--- src/hdl/mfcfg_map.svh ---
`ifndef MFCFG_MAP_SVH
`define MFCFG_MAP_SVH
// ****************************************
// Register addresses
// ****************************************
`define MFCFG_ADDR_TXCFG 5'h0C
`define MFCFG_ADDR_RXCFG 5'h0D
`define MFCFG_ADDR_DRV 5'h0E
`define MFCFG_ADDR_REV 5'h0F
`define MFCFG_ADDR_AMPG 5'h10
`define MFCFG_ADDR_AMPS 5'h11
`define MFCFG_ADDR_STAND 5'h12
`define MFCFG_ADDR_BIAS 5'h13
// ****************************************
// Writable bit masks, undefined bits held at zero
// ****************************************
`define MFCFG_MASK_TXCFG 8'hD7
`define MFCFG_MASK_RXCFG 8'hF7
`define MFCFG_MASK_DRV 8'h81
`define MFCFG_MASK_AMPG 8'hF7
`define MFCFG_MASK_AMPS 8'h77
`define MFCFG_MASK_STAND 8'h77
`define MFCFG_MASK_BIAS 8'hFF
// ****************************************
// Field positions
// ****************************************
`define MFCFG_BIT_INTERP_HI 7
`define MFCFG_BIT_INTERP_LO 6
`define MFCFG_BIT_INVERT 4
`define MFCFG_BIT_NIBBLE 2
`define MFCFG_BIT_NEG_EDGE 1
`define MFCFG_BIT_TWOS 0
`define MFCFG_BIT_ALOOP 7
`define MFCFG_BIT_DLOOP 6
`define MFCFG_BIT_RX3ST 5
`define MFCFG_BIT_LOWDRV 7
`define MFCFG_BIT_DACSEL 0
`define MFCFG_SAMPLE_MSB 11
// ****************************************
// Reset values and counts
// ****************************************
`define MFCFG_INTERP_2X 2'h1
`define MFCFG_INTERP_BYP 2'h0
`define MFCFG_RST_DRV 8'h00
`define MFCFG_RST_AMPG 8'h44
`define MFCFG_RST_AMPS 8'h62
`define MFCFG_RST_STAND 8'h01
`define MFCFG_RST_BIAS 8'h00
`define MFCFG_BIT_LAST 3'h7
`endif

--- src/hdl/mfcfg_pkg.sv ---
package mfcfg_pkg;
  typedef logic [11:0] mfcfg_sample_t;
  typedef logic [4:0] mfcfg_addr_t;
  typedef logic [7:0] mfcfg_byte_t;
  typedef enum logic [2:0] {
    SP_IDLE = 3'b000,
    SP_INSTR = 3'b001,
    SP_WDATA = 3'b010,
    SP_RDATA = 3'b011,
    SP_DONE = 3'b100
  } mfcfg_spi_st_t;
endpackage : mfcfg_pkg

--- src/hdl/mfcfg_bus_if.sv ---
`timescale 1ns/1ps
`default_nettype none
interface mfcfg_bus_if;
  import mfcfg_pkg::*;
  logic wr_stb;
  mfcfg_addr_t wr_addr;
  mfcfg_byte_t wr_data;
  mfcfg_addr_t rd_addr;
  mfcfg_byte_t rd_data;
  modport spi (output wr_stb, output wr_addr, output wr_data, output rd_addr, input rd_data);
  modport regs (input wr_stb, input wr_addr, input wr_data, input rd_addr, output rd_data);
endinterface : mfcfg_bus_if
`default_nettype wire

--- src/hdl/mfcfg_spi.sv ---
`timescale 1ns/1ps
`default_nettype none
`include "mfcfg_map.svh"
module mfcfg_spi (
  input wire logic clk_sys,
  input wire logic rst_b,
  input wire logic sclk,
  input wire logic sen_b,
  input wire logic sdio_in,
  input wire logic spi_lsb_first,
  input wire logic spi_four_wire,
  output logic sdio_out,
  output logic sdio_oe,
  output logic sdo_out,
  output logic sdo_oe,
  mfcfg_bus_if.spi bus
);
  import mfcfg_pkg::*;

  mfcfg_spi_st_t st_reg, st_next;
  logic sclk_q_reg, sclk_q_next;
  logic [2:0] bit_cnt_reg, bit_cnt_next;
  logic [1:0] byte_cnt_reg, byte_cnt_next;
  mfcfg_addr_t addr_reg, addr_next, wr_addr_reg, wr_addr_next;
  mfcfg_byte_t sh_reg, sh_next, wr_data_reg, wr_data_next;
  logic wr_stb_reg, wr_stb_next;
  logic out_bit_reg, out_bit_next, out_en_reg, out_en_next;
  logic rise, fall;
  mfcfg_byte_t shin, rbyte;

  function automatic mfcfg_addr_t next_addr(input mfcfg_addr_t a, input logic lsb);
    next_addr = lsb ? mfcfg_addr_t'(a + 5'h01) : mfcfg_addr_t'(a - 5'h01);
  endfunction : next_addr

  assign rise = sclk & ~sclk_q_reg;
  assign fall = ~sclk & sclk_q_reg;
  assign shin = spi_lsb_first ? {sdio_in, sh_reg[7:1]} : {sh_reg[6:0], sdio_in};
  assign rbyte = (bit_cnt_reg == 3'h0) ? bus.rd_data : sh_reg;

  always_comb begin
    st_next = st_reg;
    sclk_q_next = sclk;
    bit_cnt_next = bit_cnt_reg;
    byte_cnt_next = byte_cnt_reg;
    addr_next = addr_reg;
    wr_addr_next = wr_addr_reg;
    sh_next = sh_reg;
    wr_data_next = wr_data_reg;
    wr_stb_next = 1'b0;
    out_bit_next = out_bit_reg;
    out_en_next = out_en_reg;
    if (sen_b) begin
      st_next = SP_IDLE;
      out_en_next = 1'b0;
    end else begin
      unique case (st_reg)
        SP_IDLE: begin
          st_next = SP_INSTR;
          bit_cnt_next = 3'h0;
        end
        SP_INSTR: if (rise) begin
          sh_next = shin;
          bit_cnt_next = bit_cnt_reg + 3'h1;
          if (bit_cnt_reg == `MFCFG_BIT_LAST) begin
            st_next = shin[7] ? SP_RDATA : SP_WDATA;
            byte_cnt_next = shin[6:5];
            addr_next = shin[4:0];
          end
        end
        SP_WDATA: if (rise) begin
          sh_next = shin;
          bit_cnt_next = bit_cnt_reg + 3'h1;
          if (bit_cnt_reg == `MFCFG_BIT_LAST) begin
            wr_stb_next = 1'b1;
            wr_data_next = shin;
            wr_addr_next = addr_reg;
            addr_next = next_addr(addr_reg, spi_lsb_first);
            byte_cnt_next = byte_cnt_reg - 2'h1;
            if (byte_cnt_reg == 2'h0) begin
              st_next = SP_DONE;
            end
          end
        end
        SP_RDATA: if (fall) begin
          out_en_next = 1'b1;
          out_bit_next = spi_lsb_first ? rbyte[0] : rbyte[7];
          sh_next = spi_lsb_first ? {1'b0, rbyte[7:1]} : {rbyte[6:0], 1'b0};
          bit_cnt_next = bit_cnt_reg + 3'h1;
          if (bit_cnt_reg == `MFCFG_BIT_LAST) begin
            addr_next = next_addr(addr_reg, spi_lsb_first);
            byte_cnt_next = byte_cnt_reg - 2'h1;
            if (byte_cnt_reg == 2'h0) begin
              st_next = SP_DONE;
            end
          end
        end
        SP_DONE: if (fall) begin
          out_en_next = 1'b0;
        end
        default: st_next = SP_IDLE;
      endcase
    end
  end

  always_ff @(posedge clk_sys) begin
    if (!rst_b) begin
      st_reg <= SP_IDLE;
      sclk_q_reg <= 1'b0;
      bit_cnt_reg <= 3'h0;
      byte_cnt_reg <= 2'h0;
      addr_reg <= 5'h00;
      wr_addr_reg <= 5'h00;
      sh_reg <= 8'h00;
      wr_data_reg <= 8'h00;
      wr_stb_reg <= 1'b0;
      out_bit_reg <= 1'b0;
      out_en_reg <= 1'b0;
    end else begin
      st_reg <= st_next;
      sclk_q_reg <= sclk_q_next;
      bit_cnt_reg <= bit_cnt_next;
      byte_cnt_reg <= byte_cnt_next;
      addr_reg <= addr_next;
      wr_addr_reg <= wr_addr_next;
      sh_reg <= sh_next;
      wr_data_reg <= wr_data_next;
      wr_stb_reg <= wr_stb_next;
      out_bit_reg <= out_bit_next;
      out_en_reg <= out_en_next;
    end
  end

  assign bus.wr_stb = wr_stb_reg;
  assign bus.wr_addr = wr_addr_reg;
  assign bus.wr_data = wr_data_reg;
  assign bus.rd_addr = addr_reg;
  assign sdio_out = out_bit_reg;
  assign sdo_out = out_bit_reg;
  assign sdio_oe = out_en_reg & ~spi_four_wire;
  assign sdo_oe = out_en_reg & spi_four_wire;

  a_addr_step: assert property (@(posedge clk_sys) disable iff (!rst_b)
    (!sen_b && st_reg == SP_WDATA && rise && bit_cnt_reg == `MFCFG_BIT_LAST) |=>
      addr_reg == ($past(spi_lsb_first) ? $past(addr_reg) + 5'h01 : $past(addr_reg) - 5'h01))
    else $error("Write address did not step");
endmodule : mfcfg_spi
`default_nettype wire

--- src/hdl/mfcfg_regs.sv ---
// What this block does
// - Interpolation field powers up 01, or 00 in half-duplex with default-set high.
// - Format bit of transmit and receive registers defaults 0 half, 1 full duplex.
// - Analog loopback bit routes received samples into the transmit converter path.
// - Digital loopback bit, full-duplex only, sends transmit input to receive output.
// - Drive-strength and converter-output-select bits default to zero in every mode.
// - Duplex and default-set pins pick one of three power-up register sets.
// - Half-duplex uses transmit enable to keep the unused path in low power.
// - Legacy three-bit gain map defaults on only for half-duplex with default-set high.
// - Secondary-stage gain register resets to 0x62.
// - Amplifier gain register holds a 4-bit and a 3-bit step and resets to 0x44.
// - In half-duplex, default-set pin chooses interpolation ratio and gain-map defaults.
// - Multibyte transfers decrement address MSB-first and increment it LSB-first.
`timescale 1ns/1ps
`default_nettype none
`include "mfcfg_map.svh"
module mfcfg_regs #(
  parameter logic [3:0] REVISION_IDENTIFIER = 4'h5 // Arbitrary value
) (
  input wire logic clk_sys,
  input wire logic rst_b,
  input wire logic duplex_mode,
  input wire logic default_set,
  input wire logic tx_port_enable,
  input wire logic rx_port_enable,
  input wire logic sclk,
  input wire logic sen_b,
  input wire logic sdio_in,
  input wire logic spi_lsb_first,
  input wire logic spi_four_wire,
  input wire mfcfg_pkg::mfcfg_sample_t tx_sample,
  input wire mfcfg_pkg::mfcfg_sample_t adc_sample,
  output logic sdio_out,
  output logic sdio_oe,
  output logic sdo_out,
  output logic sdo_oe,
  output mfcfg_pkg::mfcfg_sample_t dac_sample,
  output mfcfg_pkg::mfcfg_sample_t rx_sample_out,
  output logic rx_out_enable,
  output logic tx_path_low_power,
  output logic rx_path_low_power,
  output logic [1:0] tx_interp,
  output logic tx_clk_neg_edge,
  output logic rx_clk_neg_edge,
  output logic tx_ls_nibble_first,
  output logic rx_ls_nibble_first,
  output logic low_drive,
  output logic dac_out_select,
  output logic rx_gain_map3,
  output mfcfg_pkg::mfcfg_byte_t amp_gain,
  output mfcfg_pkg::mfcfg_byte_t amp_stage_gain,
  output mfcfg_pkg::mfcfg_byte_t amp_stand,
  output mfcfg_pkg::mfcfg_byte_t rx_bias
);
  import mfcfg_pkg::*;

  mfcfg_bus_if bus ();

  mfcfg_spi u_spi (
    .clk_sys(clk_sys),
    .rst_b(rst_b),
    .sclk(sclk),
    .sen_b(sen_b),
    .sdio_in(sdio_in),
    .spi_lsb_first(spi_lsb_first),
    .spi_four_wire(spi_four_wire),
    .sdio_out(sdio_out),
    .sdio_oe(sdio_oe),
    .sdo_out(sdo_out),
    .sdo_oe(sdo_oe),
    .bus(bus.spi)
  );

  // ****************************************
  // Configuration registers
  // ****************************************
  logic mode_full_reg, mode_full_next, map3_reg, map3_next;
  mfcfg_byte_t tx_cfg_reg, tx_cfg_next, rx_cfg_reg, rx_cfg_next, drv_reg, drv_next;
  mfcfg_byte_t ampg_reg, ampg_next, amps_reg, amps_next;
  mfcfg_byte_t stand_reg, stand_next, bias_reg, bias_next;
  logic half_alt;

  // Straps are sampled throughout reset so the defaults follow the pins at release
  assign half_alt = ~duplex_mode & default_set;

  always_comb begin
    mode_full_next = mode_full_reg;
    map3_next = map3_reg;
    tx_cfg_next = tx_cfg_reg;
    rx_cfg_next = rx_cfg_reg;
    drv_next = drv_reg;
    ampg_next = ampg_reg;
    amps_next = amps_reg;
    stand_next = stand_reg;
    bias_next = bias_reg;
    if (!rst_b) begin
      mode_full_next = duplex_mode;
      map3_next = half_alt;
      tx_cfg_next = 8'h00;
      tx_cfg_next[`MFCFG_BIT_INTERP_HI:`MFCFG_BIT_INTERP_LO] =
        half_alt ? `MFCFG_INTERP_BYP : `MFCFG_INTERP_2X;
      tx_cfg_next[`MFCFG_BIT_TWOS] = duplex_mode;
      rx_cfg_next = 8'h00;
      rx_cfg_next[`MFCFG_BIT_TWOS] = duplex_mode;
      drv_next = `MFCFG_RST_DRV;
      ampg_next = `MFCFG_RST_AMPG;
      amps_next = `MFCFG_RST_AMPS;
      stand_next = `MFCFG_RST_STAND;
      bias_next = `MFCFG_RST_BIAS;
    end else if (bus.wr_stb) begin
      // Undefined bits are dropped, so a careless host still reads zeros there
      unique case (bus.wr_addr)
        `MFCFG_ADDR_TXCFG: tx_cfg_next = bus.wr_data & `MFCFG_MASK_TXCFG;
        `MFCFG_ADDR_RXCFG: rx_cfg_next = bus.wr_data & `MFCFG_MASK_RXCFG;
        `MFCFG_ADDR_DRV: drv_next = bus.wr_data & `MFCFG_MASK_DRV;
        `MFCFG_ADDR_AMPG: ampg_next = bus.wr_data & `MFCFG_MASK_AMPG;
        `MFCFG_ADDR_AMPS: amps_next = bus.wr_data & `MFCFG_MASK_AMPS;
        `MFCFG_ADDR_STAND: stand_next = bus.wr_data & `MFCFG_MASK_STAND;
        `MFCFG_ADDR_BIAS: bias_next = bus.wr_data & `MFCFG_MASK_BIAS;
        default: ; // Revision and foreign addresses ignore writes
      endcase
    end
  end

  always_ff @(posedge clk_sys) begin
    mode_full_reg <= mode_full_next;
    map3_reg <= map3_next;
    tx_cfg_reg <= tx_cfg_next;
    rx_cfg_reg <= rx_cfg_next;
    drv_reg <= drv_next;
    ampg_reg <= ampg_next;
    amps_reg <= amps_next;
    stand_reg <= stand_next;
    bias_reg <= bias_next;
  end

  // Read side; addresses outside this bank read zero
  always_comb begin
    unique case (bus.rd_addr)
      `MFCFG_ADDR_TXCFG: bus.rd_data = tx_cfg_reg;
      `MFCFG_ADDR_RXCFG: bus.rd_data = rx_cfg_reg;
      `MFCFG_ADDR_DRV: bus.rd_data = drv_reg;
      `MFCFG_ADDR_REV: bus.rd_data = {4'h0, REVISION_IDENTIFIER};
      `MFCFG_ADDR_AMPG: bus.rd_data = ampg_reg;
      `MFCFG_ADDR_AMPS: bus.rd_data = amps_reg;
      `MFCFG_ADDR_STAND: bus.rd_data = stand_reg;
      `MFCFG_ADDR_BIAS: bus.rd_data = bias_reg;
      default: bus.rd_data = 8'h00;
    endcase
  end

  // ****************************************
  // Sample path and power control
  // ****************************************
  // Internal samples are twos complement; straight binary differs only in the MSB
  function automatic mfcfg_sample_t fmt_swap(input mfcfg_sample_t s, input logic twos);
    fmt_swap = twos ? s : {~s[`MFCFG_SAMPLE_MSB], s[`MFCFG_SAMPLE_MSB-1:0]};
  endfunction : fmt_swap

  mfcfg_sample_t dac_reg, dac_next, rxo_reg, rxo_next, tx_int;
  logic tx_lp_reg, tx_lp_next, rx_lp_reg, rx_lp_next, rx_port_enable_reg, rx_port_enable_next;
  logic dloop, tx_port_enable_eff, rx_port_enable_eff;

  assign tx_int = fmt_swap(tx_sample, tx_cfg_reg[`MFCFG_BIT_TWOS]);
  assign dloop = rx_cfg_reg[`MFCFG_BIT_DLOOP] & mode_full_reg;
  assign tx_port_enable_eff = tx_port_enable ^ tx_cfg_reg[`MFCFG_BIT_INVERT];
  assign rx_port_enable_eff = rx_port_enable ^ rx_cfg_reg[`MFCFG_BIT_INVERT];

  always_comb begin
    dac_next = rx_cfg_reg[`MFCFG_BIT_ALOOP] ? adc_sample : tx_int;
    rxo_next = fmt_swap(dloop ? tx_int : adc_sample, rx_cfg_reg[`MFCFG_BIT_TWOS]);
    tx_lp_next = ~mode_full_reg & ~tx_port_enable_eff;
    rx_lp_next = ~mode_full_reg & tx_port_enable_eff;
    rx_port_enable_next = mode_full_reg ? ~rx_cfg_reg[`MFCFG_BIT_RX3ST] : rx_port_enable_eff;
    if (!rst_b) begin
      dac_next = 12'h000;
      rxo_next = 12'h000;
      tx_lp_next = 1'b0;
      rx_lp_next = 1'b0;
      rx_port_enable_next = 1'b0;
    end
  end

  always_ff @(posedge clk_sys) begin
    dac_reg <= dac_next;
    rxo_reg <= rxo_next;
    tx_lp_reg <= tx_lp_next;
    rx_lp_reg <= rx_lp_next;
    rx_port_enable_reg <= rx_port_enable_next;
  end

  assign dac_sample = dac_reg;
  assign rx_sample_out = rxo_reg;
  assign rx_out_enable = rx_port_enable_reg;
  assign tx_path_low_power = tx_lp_reg;
  assign rx_path_low_power = rx_lp_reg;
  assign tx_interp = tx_cfg_reg[`MFCFG_BIT_INTERP_HI:`MFCFG_BIT_INTERP_LO];
  assign tx_clk_neg_edge = tx_cfg_reg[`MFCFG_BIT_NEG_EDGE];
  assign rx_clk_neg_edge = rx_cfg_reg[`MFCFG_BIT_NEG_EDGE];
  assign low_drive = drv_reg[`MFCFG_BIT_LOWDRV];
  assign dac_out_select = drv_reg[`MFCFG_BIT_DACSEL];
  assign rx_gain_map3 = map3_reg;
  assign amp_gain = ampg_reg;
  assign amp_stage_gain = amps_reg;
  assign amp_stand = stand_reg;
  assign rx_bias = bias_reg;

  // Nibble order is meaningless in half-duplex, so it is forced off there
  logic tx_nib_reg, tx_nib_next, rx_nib_reg, rx_nib_next;
  always_comb begin
    tx_nib_next = tx_cfg_reg[`MFCFG_BIT_NIBBLE] & mode_full_reg;
    rx_nib_next = rx_cfg_reg[`MFCFG_BIT_NIBBLE] & mode_full_reg;
  end
  always_ff @(posedge clk_sys) begin
    tx_nib_reg <= tx_nib_next;
    rx_nib_reg <= rx_nib_next;
  end
  assign tx_ls_nibble_first = tx_nib_reg;
  assign rx_ls_nibble_first = rx_nib_reg;

  // ****************************************
  // Checks
  // ****************************************
  a_interp_default: assert property (@(posedge clk_sys) $rose(rst_b) |->
    tx_interp == ((!$past(duplex_mode) && $past(default_set)) ? 2'h0 : 2'h1))
    else $error("Interpolation default wrong after reset");
  a_format_default: assert property (@(posedge clk_sys) $rose(rst_b) |->
    tx_cfg_reg[0] == $past(duplex_mode) && rx_cfg_reg[0] == $past(duplex_mode))
    else $error("Sample format default wrong after reset");
  a_analog_loop: assert property (@(posedge clk_sys) disable iff (!rst_b)
    rx_cfg_reg[7] |=> dac_sample == $past(adc_sample))
    else $error("Analog loopback did not feed the converter");
  a_digital_loop: assert property (@(posedge clk_sys) disable iff (!rst_b)
    (rx_cfg_reg[6] && mode_full_reg && rx_cfg_reg[0] && tx_cfg_reg[0])
    |=> rx_sample_out == $past(tx_sample))
    else $error("Digital loopback did not reach receive output");
  a_drive_default: assert property (@(posedge clk_sys) $rose(rst_b) |->
    !low_drive && !dac_out_select)
    else $error("Drive or output select default wrong");
  a_gain_defaults: assert property (@(posedge clk_sys) $rose(rst_b) |->
    amp_gain == 8'h44 && amp_stage_gain == 8'h62 && amp_stand == 8'h01)
    else $error("Amplifier register defaults wrong");
  a_map3_default: assert property (@(posedge clk_sys) $rose(rst_b) |->
    rx_gain_map3 == (!$past(duplex_mode) && $past(default_set)))
    else $error("Gain map default wrong");
  a_half_power: assert property (@(posedge clk_sys) disable iff (!rst_b)
    (!mode_full_reg && $past(rst_b)) |=> tx_path_low_power != rx_path_low_power)
    else $error("Half-duplex path power select wrong");
  a_nibble_half: assert property (@(posedge clk_sys) disable iff (!rst_b)
    !mode_full_reg |=> !tx_ls_nibble_first && !rx_ls_nibble_first)
    else $error("Nibble order active in half-duplex");
  a_rev_readonly: assert property (@(posedge clk_sys) disable iff (!rst_b)
    bus.rd_addr == 5'h0F |-> bus.rd_data == {4'h0, REVISION_IDENTIFIER})
    else $error("Revision identifier not constant");
  a_write_applies: assert property (@(posedge clk_sys) disable iff (!rst_b)
    (bus.wr_stb && bus.wr_addr == 5'h10) |=> amp_gain == ($past(bus.wr_data) & 8'hF7))
    else $error("Written gain value not applied");
  a_full_power: assert property (@(posedge clk_sys) disable iff (!rst_b)
    mode_full_reg |=> !tx_path_low_power && !rx_path_low_power)
    else $error("Full-duplex path left in low power");
  a_half_select: assert property (@(posedge clk_sys) disable iff (!rst_b)
    !mode_full_reg |=> rx_path_low_power ==
      ($past(tx_port_enable) ^ $past(tx_cfg_reg[`MFCFG_BIT_INVERT])))
    else $error("Transmit enable did not pick the active path");
  a_half_rx_enable: assert property (@(posedge clk_sys) disable iff (!rst_b)
    !mode_full_reg |=> rx_out_enable ==
      ($past(rx_port_enable) ^ $past(rx_cfg_reg[`MFCFG_BIT_INVERT])))
    else $error("Receive output enable wrong in half-duplex");
  a_nibble_full: assert property (@(posedge clk_sys) disable iff (!rst_b)
    mode_full_reg |=> tx_ls_nibble_first == $past(tx_cfg_reg[`MFCFG_BIT_NIBBLE]) &&
      rx_ls_nibble_first == $past(rx_cfg_reg[`MFCFG_BIT_NIBBLE]))
    else $error("Nibble order not applied in full-duplex");
  a_tx_loop_off: assert property (@(posedge clk_sys) disable iff (!rst_b)
    (!rx_cfg_reg[`MFCFG_BIT_ALOOP] && tx_cfg_reg[`MFCFG_BIT_TWOS]) |=>
      dac_sample == $past(tx_sample))
    else $error("Transmit samples not reaching the converter");
  a_rev_ignored: assert property (@(posedge clk_sys) disable iff (!rst_b)
    (bus.wr_stb && bus.wr_addr == `MFCFG_ADDR_REV) |=> $stable(tx_cfg_reg) &&
      $stable(rx_cfg_reg) && $stable(drv_reg) && $stable(ampg_reg) &&
      $stable(amps_reg) && $stable(stand_reg) && $stable(bias_reg))
    else $error("Write to revision address changed a register");
  a_tx_write_mask: assert property (@(posedge clk_sys) disable iff (!rst_b)
    (bus.wr_stb && bus.wr_addr == `MFCFG_ADDR_TXCFG) |=>
      tx_cfg_reg == ($past(bus.wr_data) & `MFCFG_MASK_TXCFG))
    else $error("Transmit interface write not masked");
  a_drive_write: assert property (@(posedge clk_sys) disable iff (!rst_b)
    (bus.wr_stb && bus.wr_addr == `MFCFG_ADDR_DRV) |=>
      low_drive == $past(bus.wr_data[`MFCFG_BIT_LOWDRV]) &&
      dac_out_select == $past(bus.wr_data[`MFCFG_BIT_DACSEL]))
    else $error("Drive register write not applied");
  // Straps only move under reset, so the gain map flag must hold after it
  a_map3_stable: assert property (@(posedge clk_sys) disable iff (!rst_b)
    $past(rst_b) |-> $stable(rx_gain_map3))
    else $error("Gain map flag moved outside reset");
  c_write_seen: cover property (@(posedge clk_sys) disable iff (!rst_b) bus.wr_stb);
  c_analog_loop: cover property (@(posedge clk_sys) disable iff (!rst_b) rx_cfg_reg[7]);
  c_read_out: cover property (@(posedge clk_sys) disable iff (!rst_b) sdio_oe || sdo_oe);
  c_digital_loop: cover property (@(posedge clk_sys) disable iff (!rst_b) dloop);
  c_half_swap: cover property (@(posedge clk_sys) disable iff (!rst_b) $rose(tx_path_low_power));
endmodule : mfcfg_regs
`default_nettype wire

--- config.mk ---
export PLATFORM = sky130hd
export DESIGN_NAME = mfcfg_regs
export DESIGN_NICKNAME = d
export VERILOG_FILES = /design/src/hdl/mfcfg_pkg.sv /design/src/hdl/mfcfg_bus_if.sv /design/src/hdl/mfcfg_spi.sv /design/src/hdl/mfcfg_regs.sv
export VERILOG_INCLUDE_DIRS = /design/src /design/src/hdl
export SDC_FILE = /design/constraint.sdc
export NUM_CORES = 1
export LEC_CHECK = 0
export BUFFER_PORTS_ARGS = -buffer_cell sky130_fd_sc_hd__buf_4
export CORE_MARGIN = 5
export CORE_UTILIZATION = 45
export DETAILED_ROUTE_END_ITERATION = 10
export PLACE_DENSITY = 0.68
export SYNTH_ARGS = -nofsm -noshare
export SYNTH_HDL_FRONTEND = slang
export SYNTH_SLANG_ARGS = --single-unit
--- constraint.sdc ---
create_clock -name clk_sys -period 2.35 [get_ports clk_sys]
set_input_delay 0.1175 -clock clk_sys [delete_from_list [all_inputs] [get_ports clk_sys]]
set_output_delay 0.1175 -clock clk_sys [all_outputs]
set_load 0.005 [all_outputs]
# After elaboration in Yosys (flattened, before gate mapping)
# Cells that the tools add are included.
[word_totals]
ff_bits = 111
inputBits = 35
out_inout_bits = 72
elab_cells = 162
[op_classes]
n_addsub = 4
eq_ne = 29
muxes = 48
bitwise = 26
n_reduce_logical = 26
[op_table]
columns = ["operator", "n"]
rows = [
  ["8-bit two-way mux", 8],
  ["8-bit case mux with 8 select lines", 1],
  ["12-bit two-way mux", 4],
  ["5-bit == test (second input constant)", 8],
  ["5-bit by 4-bit == test with 1-bit output (second input constant)", 7],
  ["5-bit two-way mux", 6],
  ["3-bit two-way mux", 8],
  ["2-bit by 1-bit inequality test with 1-bit output (second input constant)", 9],
  ["2-bit AND reduction", 9],
  ["8-bit case mux with 2 select lines", 1],
  ["3-bit case mux with 5 select lines", 1],
  ["5-bit case mux with 3 select lines", 1],
  ["1-bit inverter", 14],
  ["4-bit AND reduction", 3],
  ["1-bit AND", 10],
  ["1-bit two-way mux", 10],
  ["2-bit two-way mux", 5],
  ["3-bit case mux with 3 select lines", 1],
  ["3-bit by 2-bit == test with 1-bit output (second input constant)", 2],
  ["3-bit == test (second input constant)", 2],
  ["3-bit zero test", 2],
  ["2-bit case mux with 3 select lines", 1],
  ["3-bit AND reduction", 2],
  ["6-bit AND reduction", 1],
  ["other kinds (13)", 17],
]

# Longest topological paths before layout
[logic_depth]
depth_word = 6
ltp_mapped = 9

# By module
# Synthesis repeated with hierarchy kept, for this count alone.
[hier_totals]
cells_unflattened = 608
area_unflattened_um2 = 5446.5
[modules_own_cells]
columns = ["mod", "instances", "cells_each", "area_per_inst_um2"]
rows = [
  ["mfcfg_regs", 1, 374, 3274.4],
  ["mfcfg_spi", 1, 234, 2172.1],
]

# Worst setup path after synthesis
# OpenSTA, ideal clock, no wires.
[synth_path]
path_type = "reg2reg"
from = "register u_spi.addr_reg[1] (netlist: u_spi.bus.rd_addr[1])"
to = "register u_spi.addr_reg[4] (netlist: u_spi.bus.rd_addr[4])"
t_arrival_ps = 2077
required_time_ps = 2276
path_slack_ps = 199
path_stages_with_launch = 10
path_buffers = 2
synth_period_minus_slack_ps = 2151
cell_sequence = "dfxtp_1 buf_2 buf_1 inv_1 fa_1 nand2b_1 a21oi_1 mux2i_1 or3_1 a31oi_1"
[synth_between]
elab_chain_len = 5
[synth_rtl]
columns = ["element", "line_no", "text"]
rows = [
  ["start: declaration", "mfcfg_spi.sv:24", "mfcfg_addr_t addr_reg, addr_next, wr_addr_reg, wr_addr_next;"],
  ["start signal: assignment", "mfcfg_spi.sv:123", "addr_reg <= addr_next;"],
  ["5-bit by 1-bit subtractor with 5-bit output or 5-bit by 1-bit adder with 5-bit output (tied branches)", "mfcfg_spi.sv:32", "next_addr = lsb ? mfcfg_addr_t'(a + 5'h01) : mfcfg_addr_t'(a - 5'h01);"],
  ["5-bit two-way mux *", "mfcfg_spi.sv:32", ""],
  ["5-bit two-way mux *", "mfcfg_spi.sv:73, mfcfg_spi.sv:89", ""],
  ["5-bit two-way mux (on tied branches)", "mfcfg_spi.sv:84, mfcfg_spi.sv:70", ""],
  ["5-bit case mux with 3 select lines *", "mfcfg_spi.sv:56", "unique case (st_reg)"],
]
# Mark *: on every way between the ends. The rest lies on a longest branch, timed or not. The select of a mux whose other input is x is not followed.
# A chain may end at the register's enable or synchronous reset.

# Final worst setup path
[layout_path]
from = "register u_spi.addr_reg[0] (netlist: u_spi.bus.rd_addr[0])"
to = "register u_spi.addr_reg[4] (netlist: u_spi.bus.rd_addr[4])"
# The elaborated chain is that of the path after synthesis.

==> run metrics <==
RD Place Congestion 0.886; Startpoint Class flip-flop; post-synthesis sequential area ratio 0.435; total global-route track usage 0.197; Final TNS setup 0 ns; Final #Nets 708; status finished clean; Worst R2R End u_spi.bus.rd_addr[4]$_SDFFE_PN0P_; worst r2r src u_spi.bus.rd_addr[0]$_SDFFE_PN0P_; Largest stage delay, worst path 0.52 ns; Final ANT Viol Nets 0; initial drt markers 328; Worst Path Buf+Inv 1; Final Hold Viols 0; Clock Latency Late Sink 0.35 ns; die area 0.0139 sq mm; routed wire length 13,900 um; part of the cycle the worst path needs 0.911; Hold Path End dac_sample[5]$_SDFF_PN0_; mapped cell area 0.00525 sq mm; Setup WS pre-CTS 0.255 ns; max_cap viols 0; sequential power share 0.525; commonest non-fill, non-tap cell in the layout buf_4; worst setup margin 0.209 ns; unrepaired setup endpoints after global routing false; FF+latch count, synth 111; number of synthesized flops with an enable pin 6; relative slew slack 0.474; Hold Startpoint tx_sample[5]; fraction of layout cells with a size suffix above 1 0.218; Vias/cell 5.49; Finished Core Util 0.562; Port Buffers 101; VDD IR max 402 uV; CTS max path bufs 2; post-CTS sizing 0; Root Buffer clkbuf_16; LEAKAGE 2.66 nW; cell total after placement 795; Remaining Overflow, GRT 0; Rows 39; Final setup viols 0; flop2flop setup slack 0.21 ns; Final Max Tran Viols 0; Vert. Die Dim 118 um; 1st-pass router iterations 5; Area Overhead vs Synth 22.2%; TritonCTS clock tree yes; Synth Instances 577; CP endpoint kind flip-flop; vias after detailed routing 4,466; DR WL/cell 17.1 um; vias in the first global route 4,311; pin count of the biggest net entering global routing 45; CP max FO 8; Distinct cells, synth 63; Crit Path Class reg -> reg; Core Box Area 0.0114 sq mm; placed wire-length estimate 10,300 um; Primary FF master, synth dfxtp_1; first-pass GRT wire length 22,800 um; Gate power share 0.074; Power Dens Cells 585 mW/mm^2; H-Tree Depth 3; minimum clock period 2.14 ns; Worst Hold Depth 3; clock slew at reported path FFs 0.07 ns; internal cell power 0.00291 W; Slew @ Worst Pin 0.789 ns; Switching Power 0.000849 W; initial antenna violation count 0; Switching Share 0.226; die width 118 um; fmax 467 MHz; CP top delay family flip-flops; syn_area_per_cell 9.10 sq um; ANT cells 0; DRC Markers 0; commonest cells after routing, fill and taps aside buf_4 (118), dfxtp_1 (105), nor2_1 (81); crit-path cells inv_1 > fa_1 > nand2b_1 > a21oi_1 > mux2i_1 > or3_1 > a31oi_1; worst hold path type in -> reg; Critical Path RT 2.63 ns; Sink Count 111; Top-Level Pins 107; post-route insts no fill 813; TritonCTS Buffers 9; Critical Path AT 2.42 ns; Clock Skew 0.00881 ns; part of the power in the clock network 0.401; hold_ws 0.00868 ns; Yosys Warn Count 0; ys async rst share 0; Starting Density 0.460; Max stage delay cell, worst path dfxtp_1; worst reg2reg path depth 7
## final cells by class
cell class,count,area [sq um]
fill,1061,5000
clock buffer,13,240
multi-input combinational,414,2730
timing repair buffer,120,906
clock inverter,3,45.0
tap,143,179
inverter,9,33.8
sequential,111,2280
## worst min-delay path, stage by stage
cell	delay [ns]
buf_4	0.08
mux2i_1	0.06
nor2_1	0.07
## worst max path at each step
stage / from / endpoint / slack [ns] / cells past startpoint
after global placement: u_spi.bus.rd_addr[0]$_SDFFE_PN0P_ / u_spi.bus.rd_addr[4]$_SDFFE_PN0P_ / 0.31 / 7
final: u_spi.bus.rd_addr[0]$_SDFFE_PN0P_ / u_spi.bus.rd_addr[4]$_SDFFE_PN0P_ / 0.21 / 7
after floorplan: u_spi.bus.rd_addr[1]$_SDFFE_PN0P_ / u_spi.bus.rd_addr[4]$_SDFFE_PN0P_ / 0.20 / 9
after detailed placement: u_spi.bus.rd_addr[0]$_SDFFE_PN0P_ / u_spi.bus.rd_addr[4]$_SDFFE_PN0P_ / 0.25 / 7
after global routing: u_spi.bus.rd_addr[0]$_SDFFE_PN0P_ / u_spi.bus.rd_addr[4]$_SDFFE_PN0P_ / 0.06 / 7
after CTS: u_spi.bus.rd_addr[0]$_SDFFE_PN0P_ / u_spi.bus.rd_addr[4]$_SDFFE_PN0P_ / 0.23 / 7
## metal layers
metal,part of all wire,up-vias,GRT usage
met2,0.46,134,0.307
li1,-,2200,-
met1,0.46,2103,0.272
met5,0,-,0
met4,0.023,0,0.0688
met3,0.053,29,0.0399
## cell families (layout without fill, tap and decap cells)
group	after synthesis	count (layout)	share of synthesized area
simple gates	211	211	0.195
compound gates	106	106	0.137
other cells	1	5	0.000714
buf+inv	56	145	0.0501
flops	111	111	0.435
mux	78	78	0.152
fa+ha+maj	8	8	0.0205
xor+xnor	6	6	0.0100
## stage by stage
stage	instance area, sq um	power (W)
after CTS	6410	0.00378
after global placement	6110	0.00228
after detailed placement	6110	0.00229
after floorplan	5260	0.00216
after global routing	6410	0.00389
final	6410	0.00375
## cell usage after synthesis, types with 7 or more instances
cell,n,area share
nor2_1,81,0.058
nand3_1,11,0.010
inv_1,8,0.0057
nor2b_1,7,0.0083
buf_4,10,0.014
buf_2,12,0.011
o21ai_0,23,0.022
nand2_1,55,0.039
clkbuf_1,24,0.017
and2_1,8,0.0095
dfxtp_1,105,0.40
mux2i_1,72,0.14
a211oi_1,14,0.020
ha_1,7,0.017
nand2b_1,13,0.015
a21oi_1,29,0.028
## power groups by stage
| stage | Clock, W | Sequential [W] | Combinational, W |
|---|---|---|---|
| 5_1_grt | 0.00161 | 0.00198 | 0.000307 |
| 4_1_cts | 0.00153 | 0.00197 | 0.000280 |
| 2_1_floorplan | 0 | 0.00200 | 0.000153 |
| 6_report | 0.00151 | 0.00197 | 0.000278 |
| 3_5_place_dp | 0 | 0.00201 | 0.000277 |
| 3_3_place_gp | 0 | 0.00201 | 0.000269 |
## what timing repair did
action,CTS,global route
hold buffers,2,0
setup endpoints to repair,0,0
hold endpoints to repair,2,0
buffers inserted,0,0
No activity file was read; power rests on OpenSTA's default activity.
